--- src/logic/tofs_pkg.sv ---
// Constants shared by the torque-off fault supervisor: register map, fields, resets, timing.
// Assumes a 200 MHz pclk and a 32-bit APB register bus.
`default_nettype none
package tofs_pkg;
    localparam int          CLK_HZ          = 200_000_000;
    localparam int          CYC_PER_MS      = CLK_HZ / 1000;
    // Register byte offsets.
    localparam logic [7:0]  OFS_CTRL        = 8'h00;
    localparam logic [7:0]  OFS_STAT        = 8'h04;
    localparam logic [7:0]  OFS_IRQ_STAT    = 8'h08;
    localparam logic [7:0]  OFS_IRQ_MASK    = 8'h0c;
    localparam logic [7:0]  OFS_CUR_LIMIT   = 8'h10;
    localparam logic [7:0]  OFS_STALL_CUR   = 8'h14;
    localparam logic [7:0]  OFS_STALL_MS    = 8'h18;
    localparam logic [7:0]  OFS_OV_THRESH   = 8'h1c;
    // Control fields.
    localparam int          CTRL_TI_EN      = 0;
    localparam int          CTRL_TCP_EN     = 1;
    localparam int          CTRL_CAN_EN     = 2;
    localparam logic [2:0]  CTRL_RESET      = 3'h2;
    // Status and interrupt fields.
    localparam int          EV_TI_FAULT     = 0;
    localparam int          EV_STALL        = 1;
    localparam int          EV_SHORT        = 2;
    localparam int          EV_OVERVOLT     = 3;
    localparam int          EV_SELFTEST     = 4;
    localparam int          EV_W            = 5;
    localparam int          STAT_POWER_OK   = 5;
    localparam int          STAT_TEST_BUSY  = 6;
    // Analog quantities: current in 0.1 A steps, voltage in 0.1 V steps.
    localparam int          AMP_W           = 10;
    localparam logic [9:0]  CUR_MAX         = 10'h258;
    localparam logic [9:0]  CUR_LIMIT_RESET = 10'h1f4;
    localparam logic [9:0]  STALL_CUR_RESET = 10'h258;
    localparam logic [9:0]  OV_RESET        = 10'h258;
    localparam logic [15:0] STALL_MS_RESET  = 16'h01f4;
    localparam logic [15:0] STALL_MS_MIN    = 16'h0001;
    localparam logic [15:0] STALL_MS_MAX    = 16'hfde8;
    // Timing.
    localparam int          LED_PERIOD_MS   = 2000;
    localparam int          SELFTEST_MS     = 1080;
endpackage
`default_nettype wire

--- src/logic/tofs_sync2.sv ---
// Two-flop synchroniser for a bus of asynchronous pins.
// Assumes each bit may change at any time relative to pclk.
`default_nettype none
module tofs_sync2 #(
    parameter int W = 1
) (
    input  wire logic         pclk,
    input  wire logic         presetn,
    input  wire logic [W-1:0] d,
    output logic      [W-1:0] q
);
    logic [W-1:0] meta;

    always_ff @(posedge pclk or negedge presetn) begin
        if (!presetn) begin
            meta <= '0;
            q    <= '0;
        end else begin
            meta <= d;
            q    <= meta;
        end
    end
endmodule
`default_nettype wire

--- src/logic/tofs_ms_tick.sv ---
// Free-running divider producing a one-cycle pulse every millisecond.
// Assumes pclk at the rate given in the package; CYC is shortened in simulation.
`default_nettype none
module tofs_ms_tick #(
    parameter int CYC = tofs_pkg::CYC_PER_MS
) (
    input  wire logic pclk,
    input  wire logic presetn,
    output logic      tick
);
    logic [31:0] cnt;

    always_ff @(posedge pclk or negedge presetn) begin
        if (!presetn) begin
            cnt  <= '0;
            tick <= 1'b0;
        end else if (cnt == 32'(CYC - 1)) begin
            cnt  <= '0;
            tick <= 1'b1;
        end else begin
            cnt  <= cnt + 32'h1;
            tick <= 1'b0;
        end
    end
endmodule
`default_nettype wire

--- src/logic/tofs_top.sv ---
// Torque-off fault supervisor: gates the power stage, self-tests the inhibit path,
// detects stall, short and overvoltage, keeps link modes exclusive and drives indicators.
// Assumes APB from software; inhibit pins and the short and test-loopback pins are asynchronous.
// Operation
// [RULE_01] The power stage is enabled only while both inhibit inputs are high.
// [RULE_02] A self-test of the inhibit path runs at power-on and each time both inputs become high.
// [RULE_03] Energizing needs a passed self-test; a failed test or inputs not both high cut the stage.
// [RULE_04] Exactly one input high keeps the stage off and raises the inhibit fault.
// [RULE_05] The safety equipment drives both inputs low together or both high together.
// [RULE_06] Checking is bypassed unless the jumper is removed and the enable bit is set.
// [RULE_07] TCP and CAN link modes are never both active.
// [RULE_08] After reset TCP link mode is on and CAN link mode is off.
// [RULE_09] The power indicator is steady and the status indicator flashes with a two second period.
// [RULE_10] Stall is declared when current stays above the stall current for 1 to 65000 ms, default 500.
// [RULE_11] A short circuit stops driving until a zero motion command is seen.
// [RULE_12] A current limit in 0.1 A steps up to 60 A clamps the motor current.
// [RULE_13] A supply overvoltage threshold in 0.1 V steps stops driving when exceeded.
// [RULE_14] Inhibit fault, stall and short are status flags that persist until cleared.
`default_nettype none
module tofs_top #(
    parameter int MS_CYC = tofs_pkg::CYC_PER_MS
) (
    input  wire logic        pclk,
    input  wire logic        presetn,
    input  wire logic        psel,
    input  wire logic        penable,
    input  wire logic        pwrite,
    input  wire logic [7:0]  paddr,
    input  wire logic [31:0] pwdata,
    input  wire logic [3:0]  pstrb,
    output logic      [31:0] prdata,
    output logic             pready,
    output logic             pslverr,
    input  wire logic        torque_inhibit_in_a,
    input  wire logic        torque_inhibit_in_b,
    input  wire logic        bypass_jumper,
    input  wire logic        selftest_echo,
    input  wire logic        short_detect,
    input  wire logic        zero_command,
    input  wire logic [9:0]  motor_current,
    input  wire logic [9:0]  supply_voltage,
    input  wire logic [9:0]  current_demand,
    output logic [9:0]       current_command,
    output logic             power_stage_en,
    output logic             selftest_probe,
    output logic             tcp_mode,
    output logic             can_mode,
    output logic             power_led,
    output logic             status_led,
    output logic             irq
);
    typedef enum logic [1:0] {
        TOFS_IDLE = 2'b00,
        TOFS_TEST = 2'b01,
        TOFS_PASS = 2'b11,
        TOFS_FAIL = 2'b10
    } tofs_test_t;

    localparam int ST_CYC = tofs_pkg::SELFTEST_MS;
    localparam int LED_HALF = tofs_pkg::LED_PERIOD_MS / 2;

    logic [4:0]  pins_s;
    logic        ti_a, ti_b, jumper, echo, short_s;
    logic        ms_tick;
    tofs_test_t  test_st;
    logic [15:0] test_ms;
    logic        both_d;
    logic        ctrl_ti_en, ctrl_tcp, ctrl_can;
    logic [tofs_pkg::EV_W-1:0] ev_stat, ev_mask, ev_set;
    logic [9:0]  cur_limit, stall_cur, ov_thresh;
    logic [15:0] stall_ms, stall_cnt;
    logic        short_latched;
    logic        stall_hit;
    logic [10:0] led_cnt;
    logic        checking, both_high, one_high, drive_ok;
    logic        wr_en, rd_en;
    logic [31:0] next_prdata;

    tofs_sync2 #(.W(5)) u_sync (
        .pclk    (pclk),
        .presetn (presetn),
        .d       ({torque_inhibit_in_a, torque_inhibit_in_b, bypass_jumper, selftest_echo, short_detect}),
        .q       (pins_s)
    );
    assign {ti_a, ti_b, jumper, echo, short_s} = pins_s;

    tofs_ms_tick #(.CYC(MS_CYC)) u_tick (
        .pclk    (pclk),
        .presetn (presetn),
        .tick    (ms_tick)
    );

    // Clamps a current value in 0.1 A steps to the given limit.
    function automatic logic [9:0] clamp_amp(input logic [9:0] v, input logic [9:0] lim);
        clamp_amp = (v > lim) ? lim : v;
    endfunction

    // The jumper input is high while the bypass jumper is fitted.
    assign checking  = !jumper && ctrl_ti_en;                           // see [RULE_06]
    assign both_high = ti_a && ti_b;
    assign one_high  = ti_a ^ ti_b;                                     // see [RULE_05]
    assign wr_en     = psel && penable && pwrite;
    assign rd_en     = psel && penable && !pwrite;

    // Self-test: the probe toggles once per ms; the echo must follow for the whole test time.
    always_ff @(posedge pclk or negedge presetn) begin
        if (!presetn) begin
            test_st        <= TOFS_TEST;                                // see [RULE_02]
            test_ms        <= '0;
            both_d         <= 1'b0;
            selftest_probe <= 1'b0;
        end else begin
            both_d <= both_high;
            if (both_high && !both_d) begin
                // The probe keeps its phase so the echo compared at the next tick has settled.
                test_st        <= TOFS_TEST;                            // see [RULE_02]
                test_ms        <= '0;
            end else if (test_st == TOFS_TEST) begin
                if (echo != selftest_probe && ms_tick) begin
                    test_st <= TOFS_FAIL;                               // see [RULE_03]
                end else if (ms_tick) begin
                    selftest_probe <= !selftest_probe;
                    if (test_ms == 16'(ST_CYC - 1)) begin
                        test_st        <= TOFS_PASS;
                        selftest_probe <= 1'b0;
                    end
                    test_ms <= test_ms + 16'h1;
                end
            end
        end
    end

    // Stall timer counts ms while current exceeds the stall level.
    always_ff @(posedge pclk or negedge presetn) begin
        if (!presetn) begin
            stall_cnt <= '0;
        end else if (motor_current <= stall_cur) begin
            stall_cnt <= '0;
        end else if (ms_tick && stall_cnt != 16'hffff) begin
            stall_cnt <= stall_cnt + 16'h1;
        end
    end
    assign stall_hit = ms_tick && (stall_cnt + 16'h1 == stall_ms);     // see [RULE_10]

    // Short latch released only by a zero motion command once the short is gone.
    always_ff @(posedge pclk or negedge presetn) begin
        if (!presetn) begin
            short_latched <= 1'b0;
        end else if (short_s) begin
            short_latched <= 1'b1;                                      // see [RULE_11]
        end else if (zero_command) begin
            short_latched <= 1'b0;
        end
    end

    assign drive_ok = (!checking || (both_high && test_st == TOFS_PASS))   // see [RULE_01] see [RULE_03]
                    && !short_latched && !short_s
                    && (supply_voltage <= ov_thresh);                   // see [RULE_13]

    always_ff @(posedge pclk or negedge presetn) begin
        if (!presetn) begin
            power_stage_en  <= 1'b0;
            current_command <= '0;
        end else begin
            power_stage_en  <= drive_ok;                                // see [RULE_04]
            current_command <= drive_ok ? clamp_amp(current_demand, cur_limit) : '0;   // see [RULE_12]
        end
    end

    always_comb begin
        ev_set = '0;
        ev_set[tofs_pkg::EV_TI_FAULT] = checking && one_high;           // see [RULE_04]
        ev_set[tofs_pkg::EV_STALL]    = stall_hit;
        ev_set[tofs_pkg::EV_SHORT]    = short_s;
        ev_set[tofs_pkg::EV_OVERVOLT] = supply_voltage > ov_thresh;
        ev_set[tofs_pkg::EV_SELFTEST] = checking && test_st == TOFS_FAIL;
    end

    // Sticky event flags, write one to clear; a new event wins over the clear.
    always_ff @(posedge pclk or negedge presetn) begin
        if (!presetn) begin
            ev_stat <= '0;
        end else if (wr_en && paddr == tofs_pkg::OFS_IRQ_STAT) begin
            ev_stat <= (ev_stat & ~pwdata[tofs_pkg::EV_W-1:0]) | ev_set;   // see [RULE_14]
        end else begin
            ev_stat <= ev_stat | ev_set;
        end
    end

    // Register writes.
    always_ff @(posedge pclk or negedge presetn) begin
        if (!presetn) begin
            ctrl_ti_en <= tofs_pkg::CTRL_RESET[tofs_pkg::CTRL_TI_EN];
            ctrl_tcp   <= tofs_pkg::CTRL_RESET[tofs_pkg::CTRL_TCP_EN];  // see [RULE_08]
            ctrl_can   <= tofs_pkg::CTRL_RESET[tofs_pkg::CTRL_CAN_EN];
            ev_mask    <= '0;
            cur_limit  <= tofs_pkg::CUR_LIMIT_RESET;
            stall_cur  <= tofs_pkg::STALL_CUR_RESET;
            stall_ms   <= tofs_pkg::STALL_MS_RESET;
            ov_thresh  <= tofs_pkg::OV_RESET;
        end else if (wr_en && pstrb[0]) begin
            case (paddr)
                tofs_pkg::OFS_CTRL: begin
                    ctrl_ti_en <= pwdata[tofs_pkg::CTRL_TI_EN];
                    // A write asking for both link modes is ignored for the link bits.
                    if (!(pwdata[tofs_pkg::CTRL_TCP_EN] && pwdata[tofs_pkg::CTRL_CAN_EN])) begin
                        ctrl_tcp <= pwdata[tofs_pkg::CTRL_TCP_EN];      // see [RULE_07]
                        ctrl_can <= pwdata[tofs_pkg::CTRL_CAN_EN];
                    end
                end
                tofs_pkg::OFS_IRQ_MASK:  ev_mask   <= pwdata[tofs_pkg::EV_W-1:0];
                tofs_pkg::OFS_CUR_LIMIT: cur_limit <= clamp_amp(pwdata[9:0], tofs_pkg::CUR_MAX);
                tofs_pkg::OFS_STALL_CUR: stall_cur <= clamp_amp(pwdata[9:0], tofs_pkg::CUR_MAX);
                tofs_pkg::OFS_STALL_MS: begin
                    if (pwdata[15:0] < tofs_pkg::STALL_MS_MIN) begin
                        stall_ms <= tofs_pkg::STALL_MS_MIN;
                    end else if (pwdata[15:0] > tofs_pkg::STALL_MS_MAX) begin
                        stall_ms <= tofs_pkg::STALL_MS_MAX;             // see [RULE_10]
                    end else begin
                        stall_ms <= pwdata[15:0];
                    end
                end
                tofs_pkg::OFS_OV_THRESH: ov_thresh <= pwdata[9:0];      // see [RULE_13]
                default: ;
            endcase
        end
    end

    always_comb begin
        next_prdata = '0;
        case (paddr)
            tofs_pkg::OFS_CTRL:      next_prdata[2:0] = {ctrl_can, ctrl_tcp, ctrl_ti_en};
            tofs_pkg::OFS_STAT: begin
                next_prdata[tofs_pkg::EV_TI_FAULT]    = checking && one_high;
                next_prdata[tofs_pkg::EV_STALL]       = stall_cnt >= stall_ms;
                next_prdata[tofs_pkg::EV_SHORT]       = short_latched;
                next_prdata[tofs_pkg::EV_OVERVOLT]    = supply_voltage > ov_thresh;
                next_prdata[tofs_pkg::EV_SELFTEST]    = test_st == TOFS_FAIL;
                next_prdata[tofs_pkg::STAT_POWER_OK]  = power_stage_en;
                next_prdata[tofs_pkg::STAT_TEST_BUSY] = test_st == TOFS_TEST;
            end
            tofs_pkg::OFS_IRQ_STAT:  next_prdata[tofs_pkg::EV_W-1:0] = ev_stat;
            tofs_pkg::OFS_IRQ_MASK:  next_prdata[tofs_pkg::EV_W-1:0] = ev_mask;
            tofs_pkg::OFS_CUR_LIMIT: next_prdata[9:0] = cur_limit;
            tofs_pkg::OFS_STALL_CUR: next_prdata[9:0] = stall_cur;
            tofs_pkg::OFS_STALL_MS:  next_prdata[15:0] = stall_ms;
            tofs_pkg::OFS_OV_THRESH: next_prdata[9:0] = ov_thresh;
            default:                 next_prdata = '0;
        endcase
    end

    // APB answers in the access cycle; unmapped offsets give an error.
    always_ff @(posedge pclk or negedge presetn) begin
        if (!presetn) begin
            prdata  <= '0;
            pready  <= 1'b0;
            pslverr <= 1'b0;
        end else begin
            pready  <= psel && !penable;
            pslverr <= psel && !penable && (paddr[1:0] != 2'b00 || paddr > tofs_pkg::OFS_OV_THRESH);
            prdata  <= (psel && !penable && !pwrite) ? next_prdata : prdata;
        end
    end

    // Indicators and link mode outputs.
    always_ff @(posedge pclk or negedge presetn) begin
        if (!presetn) begin
            led_cnt    <= '0;
            status_led <= 1'b0;
            power_led  <= 1'b0;
            tcp_mode   <= 1'b0;
            can_mode   <= 1'b0;
            irq        <= 1'b0;
        end else begin
            power_led <= 1'b1;                                          // see [RULE_09]
            if (ms_tick) begin
                if (led_cnt == 11'(LED_HALF - 1)) begin
                    led_cnt    <= '0;
                    status_led <= !status_led;                          // see [RULE_09]
                end else begin
                    led_cnt <= led_cnt + 11'h1;
                end
            end
            tcp_mode <= ctrl_tcp && !ctrl_can;                          // see [RULE_07]
            can_mode <= ctrl_can && !ctrl_tcp;
            irq      <= |(ev_stat & ev_mask);
        end
    end
    logic unused_ok;
    assign unused_ok = rd_en ^ (|pstrb[3:1]);
endmodule
`default_nettype wire

--- config.mk ---
export PLATFORM = sky130hd
export DESIGN_NAME = tofs_top
export DESIGN_NICKNAME = d
export VERILOG_FILES = /design/src/logic/tofs_pkg.sv /design/src/logic/tofs_sync2.sv /design/src/logic/tofs_ms_tick.sv /design/src/logic/tofs_top.sv
export SDC_FILE = /design/constraint.sdc
export NUM_CORES = 1
export LEC_CHECK = 0
export BUFFER_PORTS_ARGS = -buffer_cell sky130_fd_sc_hd__clkbuf_2
export CORE_AREA = 2 2 151 153
export DETAILED_ROUTE_END_ITERATION = 8
export DIE_AREA = 0 0 153 155
export PLACE_DENSITY_LB_ADDON = 0.08
export SLEW_MARGIN = 0
export SYNTH_ARGS = -nofsm -noshare
export SYNTH_HDL_FRONTEND = slang
export SYNTH_SLANG_ARGS = --single-unit
--- constraint.sdc ---
create_clock -name pclk -period 3.3 [get_ports pclk]
set_clock_uncertainty 0.2 [all_clocks]
set_input_delay 0.165 -clock pclk [delete_from_list [all_inputs] [get_ports pclk]]
set_output_delay 0.165 -clock pclk [all_outputs]
set_load 0.005 [all_outputs]
==> results of run 1 <==
## cells in the final DEF, fill, tap and decap left out, types with 9 or more instances in the layout
cell,Yosys,final
a21o_1,22,22
a21oi_1,33,33
conb_1,2,17
xnor2_1,55,55
buf_4,16,17
clkbuf_2,0,99
nand2_1,87,87
nor4_1,14,14
dlygate4sd3_1,0,40
nand3_1,51,51
nor2_1,93,93
dfrtp_1,162,162
and4_1,14,14
clkbuf_16,0,17
o21ai_0,48,48
nand4_1,34,34
inv_1,68,68
xor2_1,31,31
nor2b_1,11,11
ha_1,51,51
nor3_1,27,27
mux2_2,30,30
nand2b_1,9,9
dfstp_2,22,22
a22o_1,10,10
## repair_timing
item / 4_1_cts / 5_1_grt
hold endpoints to repair: 141 / 0
resized for setup: 0 / 0
hold buffers: 40 / 0
## registers in the layout (all words and copies together), names as in the netlist, 11 cells and up
name        cells
led_cnt        11
prdata         16
stall_cnt      16
stall_ms       16
test_ms        16
u_tick.cnt     32
## per-stage QoR
| step | hold WS, ps | power (W) |
|---|---|---|
| 6_report | 16.0 | 0.00462 |
| 3_5_place_dp | 74.6 | 0.00261 |
| 2_1_floorplan | -331 | 0.00246 |
| 4_1_cts | 2.96 | 0.00468 |
| 3_3_place_gp | 73.2 | 0.00261 |
| 5_1_grt | 15.5 | 0.00480 |
## tightest hold or removal path, stage by stage
cell and delay [ps]:
clkbuf_2 80, ha_1 140, a221oi_1 80, o2bb2ai_1 140
## power by group
| group | internal, W | leakage (nW) | switching, W |
|---|---|---|---|
| logic | 0.000125 | 2.72 | 0.000187 |
| clock network | 0.00102 | 0.284 | 0.000993 |
| registers | 0.00228 | 2.42 | 0.0000160 |
## worst paths after layout
path / to / slack [ps] / cells after the start
hold / removal: ev_stat[3]$_DFF_PN0_ / 20 / 4
min in group asynchronous: u_tick.cnt[2]$_DFF_PN0_ / 110 / 2
setup reg to reg: current_command[4]$_DFF_PN0_ / 550 / 9
setup / recovery: current_command[4]$_DFF_PN0_ / 550 / 9
hold reg to reg: u_sync.q[1]$_DFF_PN0_ / 160 / 0
max in group asynchronous: cur_limit[8]$_DFFE_PN1P_ / 1870 / 3
## area by class of cell
type                            instances  area [um2]
Fill cell                            2057       10400
Multi-Input combinational cell        739        4970
Sequential cell                       184        4630
Timing Repair Buffer                  158        1060
Clock buffer                           18         429
Tap cell                              285         357
Inverter                               68         255
Clock inverter                         14         158
Antenna cell                            1        2.50
## logic make-up (layout without fill, tap and decap cells)
family / after synthesis / count (layout) / synth area share [%]
compound gates: 173 / 173 / 11.6
mux: 39 / 39 / 4.50
flops: 184 / 184 / 46.1
buf+inv: 117 / 258 / 5.08
xor+xnor: 87 / 87 / 7.72
simple gates: 372 / 372 / 18.7
other cells: 2 / 18 / 0.0747
fa+ha+maj: 51 / 51 / 6.35
## per-layer routing
layer  routed length (um)  up-vias  GRT usage [%]
li1                     -     3880              -
met1                12300     3869           31.9
met2                11600      204           34.2
met3                 1360       27           4.62
met4                  321        2           4.89
met5                    8        -              0
==> flow_metrics.py, run 1 <==
metrics = {
    "sta": {
        "setup_viol": 0,
        "maxSlewHeadroom_pct": 42.2,
        "rsz0062_at_grt": "no",
        "tns_ps": 0,
        "setup_slack_ps": 548,
        "fin_crit_sh_pct": 83.4,
        "worst_pin_slew_ps": 861,
        "maxSlewViolCount": 0,
        "hold_viol": 0,
        "fmax_ghz": 0.363,
        "period_minus_slack_ps": 2750,
    },
    "floorplanning": {
        "core_mm2": 0.0222,
        "die_height_um": 155,
        "row_count": 55,
        "die-area_mm2": 0.0237,
        "die_x_um": 153,
        "ioPinCount": 136,
        "start_util_pct": 45.2,
    },
    "route": {
        "wl_per_cell_um": 17.5,
        "drt_wl_total_um": 25600,
        "viasPerCell": 5.44,
        "num_vias": 7982,
        "firstDrtPassIters": 4,
        "drt_iter0_markers": 493,
        "drc_errors": 0,
        "ant_nets": 0,
    },
    "worst_setup_path": {
        "path_cells": "inv_1 > ha_1 > a21o_1 > a21oi_1 > o221ai_1 > a221oi_1 > o21ai_0 > buf_4 > a21oi_1",
        "cp-start-kind": "flip-flop",
        "crit_required_ps": 3450,
        "critical_path_class": "flip-flop to flip-flop",
        "worst_setup_path_end_kind": "flip-flop",
        "slowest_stage": "dfstp_2",
        "startpoint": "ov_thresh[3]$_DFFE_PN1P_",
        "crit_top_cell": "a21oi_1",
        "cp.arrival_ps": 2900,
        "critical-path-top-delay-family": "compound AO/OA/AOI/OAI gates",
        "slowest_delay_ps": 560,
        "r2r_start": "ov_thresh[3]$_DFFE_PN1P_",
        "crit_fanout": 11,
        "worstPathBufferInverterCount": 2,
    },
    "synthesis": {
        "async_reset_ff_share_pct": 100,
        "yosysSeqAreaShare_pct": 46.1,
        "syn_avg_cell_area_um2": 9.81,
        "synth-edff-count": 0,
        "yosysWarnings": 0,
        "syn_area_mm2": 0.0101,
        "yosysTopAreaCell": "dfrtp_1",
        "synth_common_cells": "dfrtp_1 (162), nor2_1 (93), nand2_1 (87)",
        "yosysMostFrequentCell": "dfrtp_1",
        "netlist_instances": 1025,
        "ys_seq_elements": 184,
        "yosys-top-cells-area": "dfrtp_1 (40%), ha_1 (6.3%), dfstp_2 (5.7%), xnor2_1 (4.8%), nor2_1 (3.5%)",
        "synth.top_cell.area_share_pct": 40.3,
        "ys.flop_type": "dfrtp_1",
        "synth.distinct_cells": 68,
    },
    "grt": {
        "grt_max_degree": 92,
        "grt-ovfl-total": 0,
        "grt_pass1_wl_um": 41700,
        "antenna_found_initial": 2,
        "grt_pass1_vias": 7724,
        "grt_usage_pct": 22.0,
    },
    "clocking": {
        "cts.sinks": 184,
        "cts_setup_buffers": 0,
        "cts_buffers": 17,
        "clkTransAtPathRegs_ps": 80,
        "cts_root_buf": "clkbuf_16",
        "cts_tree": "done",
        "cts_max_path_buffers": 2,
        "clk_latency_ps": 430,
        "ctsHtreeMaxLevel": 4,
    },
    "placed_design": {
        "hpwl_um": 19200,
        "dp_cells": 1394,
        "place.gp.congestion": 0.833,
        "portBuffers": 100,
        "dp_slack_ps": 586,
        "place_area_mm2": 0.0109,
    },
    "power_and_ir_drop": {
        "ir_worst_vdd_uv": 300,
        "p_leak_nw": 5.42,
        "p_per_area_mw_per_mm2": 389,
    },
    "min_path": {
        "hp-class": "primary input to flip-flop",
        "hp-start": "supply_voltage[9]",
    },
    "layout": {
        "layout.cells.non_filler": 1467,
        "final_area_mm2": 0.0119,
        "final_net_count": 1304,
        "drive_above_1_share_pct": 18.3,
        "syn2layout_area_growth_pct": 17.9,
        "fin_util_pct": 53.4,
    },
    "status": {
        "outcome": "finished clean",
    },
    "run": {
        "drv_cap": 0,
    },
}
Power figures use the tool's default switching activity.
==> inputs of run 2 (changes only) <==
==> constraint.sdc (replaced) <==
create_clock -name pclk -period 2.25 [get_ports pclk]
set_clock_uncertainty 0.2 [all_clocks]
set_input_delay 0.1125 -clock pclk [delete_from_list [all_inputs] [get_ports pclk]]
set_output_delay 0.1125 -clock pclk [all_outputs]
set_load 0.005 [all_outputs]
==> flow_metrics.py, run 2 (synthesis results as in run 1) <==
metrics = {
    "status": {
        "outcome": "complete, but fails checks",
        "violations": "hold timing, setup timing",
    },
    "sta": {
        "hold_viol": 4,
        "fin_crit_sh_pct": 104,
        "setup_viol": 5,
        "rsz0062_at_grt": "yes",
        "maxSlewViolCount": 0,
        "hold_slack_ps": -0.703,
        "fmax_ghz": 0.428,
        "worst_pin_slew_ps": 727,
        "period_minus_slack_ps": 2340,
        "setup_slack_ps": -86.2,
        "maxSlewHeadroom_pct": 51.4,
    },
    "power_and_ir_drop": {
        "p_sw_share_pct": 27.8,
        "comb_power_share_pct": 7.7,
        "power.total_w": 0.00711,
        "p_leak_nw": 5.93,
        "p_per_area_mw_per_mm2": 554,
        "p_seq_share_pct": 47.3,
        "switchingPower_w": 0.00198,
        "clockPowerShare_pct": 45.0,
        "internal_power_w": 0.00513,
        "ir_worst_vdd_uv": 357,
    },
    "placed_design": {
        "dp_slack_ps": -132,
        "portBuffers": 100,
        "hpwl_um": 20700,
        "place.gp.congestion": 0.878,
    },
    "layout": {
        "layout_common_cells": "dfrtp_1 (161), clkbuf_2 (99), buf_4 (97), nor2_1 (90), nand2_1 (85)",
        "diodes": 0,
        "drive_above_1_share_pct": 26.6,
        "final_common_cell": "dfrtp_1",
        "final_net_count": 1396,
        "largest_register": "u_tick.cnt",
        "largest_register_ffs": 32,
        "syn2layout_area_growth_pct": 27.7,
    },
    "route": {
        "wl_per_cell_um": 18.0,
        "drt_wl_total_um": 28100,
        "m1WireLength_um": 13400,
        "num_vias": 8357,
        "drc_errors": 0,
        "drt_iter0_markers": 461,
        "routed.top_layer": "met4",
        "wl_met2_um": 12900,
        "viasPerCell": 5.36,
        "firstDrtPassIters": 6,
        "ant_nets": 0,
        "wl_met3_um": 1340,
    },
    "worst_setup_path": {
        "crit_fanout": 8,
        "crit_required_ps": 2420,
        "critical_path_class": "primary input to flip-flop",
        "cp-start-kind": "primary input",
        "worst_setup_path_end_kind": "flip-flop",
        "cp.arrival_ps": 2510,
    },
    "floorplanning": {
        "die-area_mm2": 0.0237,
        "die_x_um": 153,
        "core_mm2": 0.0222,
        "start_util_pct": 45.2,
        "ioPinCount": 136,
        "die_height_um": 155,
        "row_count": 55,
    },
    "clocking": {
        "cts_root_buf": "clkbuf_16",
        "cts_max_path_buffers": 2,
        "ctsHtreeMaxLevel": 4,
        "cts_buffers": 17,
        "clk_latency_ps": 440,
        "cts.sinks": 184,
        "clkTransAtPathRegs_ps": 80,
        "cts_tree": "done",
    },
    "grt": {
        "antenna_found_initial": 0,
        "grt_usage_pct": 24.0,
        "grt_max_degree": 53,
        "grt-ovfl-total": 0,
        "grt_pass1_vias": 8054,
        "grt_pass1_wl_um": 44800,
    },
    "run": {
        "drv_cap": 0,
    },
    "min_path": {
        "hp-class": "primary input to asynchronous set/reset pin",
    },
}
-- run 2: stage by stage --
step / util [%] / setup TNS, ps / hold WS (ps) / area [um2] / std cells
floorplan: - / 0 / -383 / 10100 / 1040
global placement: 51.9 / -414 / -94.1 / 11500 / 1476
detailed placement: 51.9 / -1300 / -87.4 / 11500 / 1476
CTS: 57.0 / -9.94 / 2.76 / 12700 / 1554
global route: 57.8 / -1590 / 27.5 / 12800 / 1558
finish: 57.8 / -305 / -0.703 / 12800 / 1558
-- run 2: power groups by stage --
stage | clock network [W] | registers [W] | logic, W
floorplan | 0 | 0.00342 | 0.000196
global placement | 0 | 0.00342 | 0.000450
detailed placement | 0 | 0.00342 | 0.000451
CTS | 0.00326 | 0.00336 | 0.000521
global route | 0.00341 | 0.00336 | 0.000607
finish | 0.00320 | 0.00336 | 0.000548
-- run 2: path summary, 6_finish.rpt --
kind | start | end | slack (ps) | cells after the start
setup reg to reg | ov_thresh[3]$_DFFE_PN1P_ | prdata[3]$_DFFE_PN0P_ | -10 | 9
setup / recovery | psel | prdata[3]$_DFFE_PN0P_ | -90 | 8
min in group pclk | pwdata[0] | stall_ms[0]$_DFFE_PN0P_ | 10 | 5
hold reg to reg | u_sync.meta[0]$_DFF_PN0_ | u_sync.q[0]$_DFF_PN0_ | 150 | 0
max in group asynchronous | presetn | stall_cur[4]$_DFFE_PN1P_ | 1120 | 3
hold / removal | presetn | led_cnt[5]$_DFFE_PN0P_ | -0.7 | 2
-- run 2: metal layers --
metal	global-route usage (%)	up-vias
met2	37.8	198
met1	34.8	4073
met3	4.62	17
met4	4.76	0
li1	-	4069
met5	0	-
-- run 2: cell type report --
| class | instances | area [um2] |
|---|---|---|
| Inverter | 68 | 255 |
| Sequential cell | 184 | 4630 |
| Clock buffer | 17 | 425 |
| Fill cell | 2005 | 9390 |
| Clock inverter | 15 | 214 |
| Timing Repair Buffer | 249 | 1830 |
| Multi-Input combinational cell | 740 | 5130 |
| Tap cell | 285 | 357 |
-- run 2: worst max-delay path: stages --
cell           delay (ps)
dlygate4sd3_1         520
clkbuf_2              130
nand2b_1               70
dlygate4sd3_1         580
inv_1                  90
nand2b_1              260
nor3_1                530
a22o_1                210
-- run 2: what timing repair did --
action / in CTS / in global routing
endpoints found under the hold margin: 240 / 0
gates cloned: 1 / 2
setup endpoints to repair: 12 / 55
hold buffers: 44 / 0
pin swaps: 7 / 9
setup buffers: 1 / 2
gates resized for setup: 11 / 31
==> inputs of run 3 (changes only) <==
==> constraint.sdc (replaced) <==
create_clock -name pclk -period 2.25 [get_ports pclk]
set_clock_uncertainty 0.2 [all_clocks]
set_input_delay 0.45 -clock pclk [delete_from_list [all_inputs] [get_ports pclk]]
set_output_delay 0.45 -clock pclk [all_outputs]
set_load 0.005 [all_outputs]
==> flow_metrics.py, run 3 (synthesis results as in run 1) <==
metrics = {
    "placed_design": {
        "place.gp.congestion": 0.891,
        "hpwl_um": 21100,
        "dp_cells": 1497,
        "portBuffers": 100,
    },
    "sta": {
        "period_minus_slack_ps": 2300,
        "hold_viol": 0,
        "worst_pin_slew_ps": 766,
        "rsz0062_at_grt": "yes",
        "maxSlewHeadroom_pct": 48.8,
        "fmax_ghz": 0.434,
        "setup_viol": 12,
        "fin_crit_sh_pct": 102,
        "maxSlewViolCount": 0,
        "setup_slack_ps": -53.0,
        "hold_slack_ps": 85.0,
    },
    "worst_setup_path": {
        "worstPathBufferInverterCount": 2,
        "crit_required_ps": 2390,
        "cp-start-kind": "flip-flop",
        "worst_setup_path_end_kind": "flip-flop",
        "critical-path-top-delay-family": "compound AO/OA/AOI/OAI gates",
        "critical_path_class": "flip-flop to flip-flop",
        "path_cells": "inv_2 > ha_4 > a21o_1 > a21oi_2 > o221ai_2 > a221oi_2 > buf_4 > o21ai_2 > a22o_1",
        "crit_fanout": 2,
        "cp.arrival_ps": 2440,
        "slowest_stage": "dfstp_2",
        "slowest_delay_ps": 550,
    },
    "run": {
        "drv_cap": 0,
    },
    "grt": {
        "grt_pass1_vias": 8258,
        "grt_pass1_wl_um": 44800,
        "grt_usage_pct": 24.0,
        "grt-ovfl-total": 0,
        "grt_max_degree": 42,
        "antenna_found_initial": 0,
    },
    "floorplanning": {
        "die_height_um": 155,
        "start_util_pct": 45.2,
        "core_mm2": 0.0222,
        "ioPinCount": 136,
        "die-area_mm2": 0.0237,
        "row_count": 55,
        "die_x_um": 153,
    },
    "route": {
        "drc_errors": 0,
        "ant_nets": 0,
        "viasPerCell": 5.33,
        "drt_wl_total_um": 27500,
        "num_vias": 8197,
        "drt_iter0_markers": 450,
        "firstDrtPassIters": 5,
        "wl_per_cell_um": 17.9,
    },
    "power_and_ir_drop": {
        "p_per_area_mw_per_mm2": 556,
        "power.total_w": 0.00699,
        "ir_worst_vdd_uv": 500,
        "p_leak_nw": 5.85,
    },
    "layout": {
        "final_common_cell": "dfrtp_1",
        "layout.cells.non_filler": 1538,
        "final_net_count": 1376,
        "fin_util_pct": 56.5,
        "multiInputGateArea_mm2": 0.00512,
        "syn2layout_area_growth_pct": 25.0,
        "regArea_mm2": 0.00463,
        "diodes": 0,
        "layout_common_cells": "dfrtp_1 (161), buf_4 (116), clkbuf_2 (98), nor2_1 (92), nand2_1 (85)",
        "drive_above_1_share_pct": 28.4,
        "fillCellCount": 2052,
        "largest_register_ffs": 32,
        "largest_register": "u_tick.cnt",
    },
    "clocking": {
        "clkTransAtPathRegs_ps": 90,
        "cts.sinks": 184,
        "cts_tree": "done",
        "ctsHtreeMaxLevel": 4,
        "cts_max_path_buffers": 2,
        "cts_buffers": 17,
        "clk_latency_ps": 440,
        "cts_root_buf": "clkbuf_16",
    },
    "min_path": {
        "hp-class": "primary input to flip-flop",
    },
    "status": {
        "outcome": "complete, but fails checks",
        "violations": "setup timing",
    },
}
==> run 3: cell types whose count changed in the layout (fill, tap and decap cells not counted), moves of 2 or more <==
| cell | before | now |
|---|---|---|
| inv_12 | 5 | 2 |
| inv_8 | 3 | 6 |
| nor2_2 | 3 | 1 |
| dlygate4sd3_1 | 44 | 6 |
| buf_4 | 97 | 116 |
| nor2_1 | 90 | 92 |
==> run 3: where the power goes <==
| group | internal [W] | leakage (nW) | switching, W |
|---|---|---|---|
| clock network | 0.00153 | 0.297 | 0.00159 |
| logic | 0.000207 | 3.14 | 0.000305 |
| registers | 0.00334 | 2.41 | 0.0000198 |
| total | 0.00508 | 5.85 | 0.00191 |
==> run 3: cell type report <==
class                   instances  share of cell area [%]
multi-input cells             739                    40.8
inverters                      68                    2.03
well taps                     285                    2.84
repair buffers                230                    12.6
clock inverters                15                    1.51
clock buffers                  17                    3.39
flip-flops and latches        184                    36.9
==> run 3: repair_timing <==
action,4_1_cts,5_1_grt
hold endpoints to repair,37,0
gates cloned,1,1
resized for setup,19,24
pin swaps,7,2
setup buffers,0,1
hold buffers,6,0
setup endpoints to repair,12,41
==> run 3: worst paths after layout <==
path	from	slack, ps	cells past startpoint	endpoint
setup / recovery	ov_thresh[3]$_DFFE_PN1P_	-50	9	prdata[3]$_DFFE_PN0P_
min in group asynchronous	presetn	310	2	led_cnt[4]$_DFFE_PN0P_
hold / removal	current_demand[5]	80	3	current_command[5]$_DFF_PN0_
hold reg to reg	u_sync.meta[0]$_DFF_PN0_	150	0	u_sync.q[0]$_DFF_PN0_
max in group asynchronous	presetn	900	3	stall_ms[6]$_DFFE_PN1P_
setup reg to reg	ov_thresh[3]$_DFFE_PN1P_	-50	9	prdata[3]$_DFFE_PN0P_
==> run 3: routing by layer <==
layer | global-route usage, % | routed length (um) | up-vias
met4 | 6.22 | 439 | 0
met2 | 37.7 | 12600 | 195
met3 | 4.90 | 1380 | 29
li1 | - | - | 4026
met1 | 34.1 | 13000 | 3947
met5 | 0 | 0 | -
==> run 3: worst reg2reg max path: cells and delay by family, from the launching register on <==
kind	cells	cell delay, ps
AOI/OAI and AO/OA	6	1020
DFF	1	550
buffers and inverters	2	230
adders and majority gates	1	210
==> run 3: stage by stage <==
stage	area, um2	setup TNS (ps)	setup slack, ps
finish	12600	-226	-53.0
global route	12600	-1810	-178
CTS	12400	-34.8	-16.1
detailed placement	11700	-10800	-398
global placement	11700	-10040	-372
floorplan	10100	-2050	-214
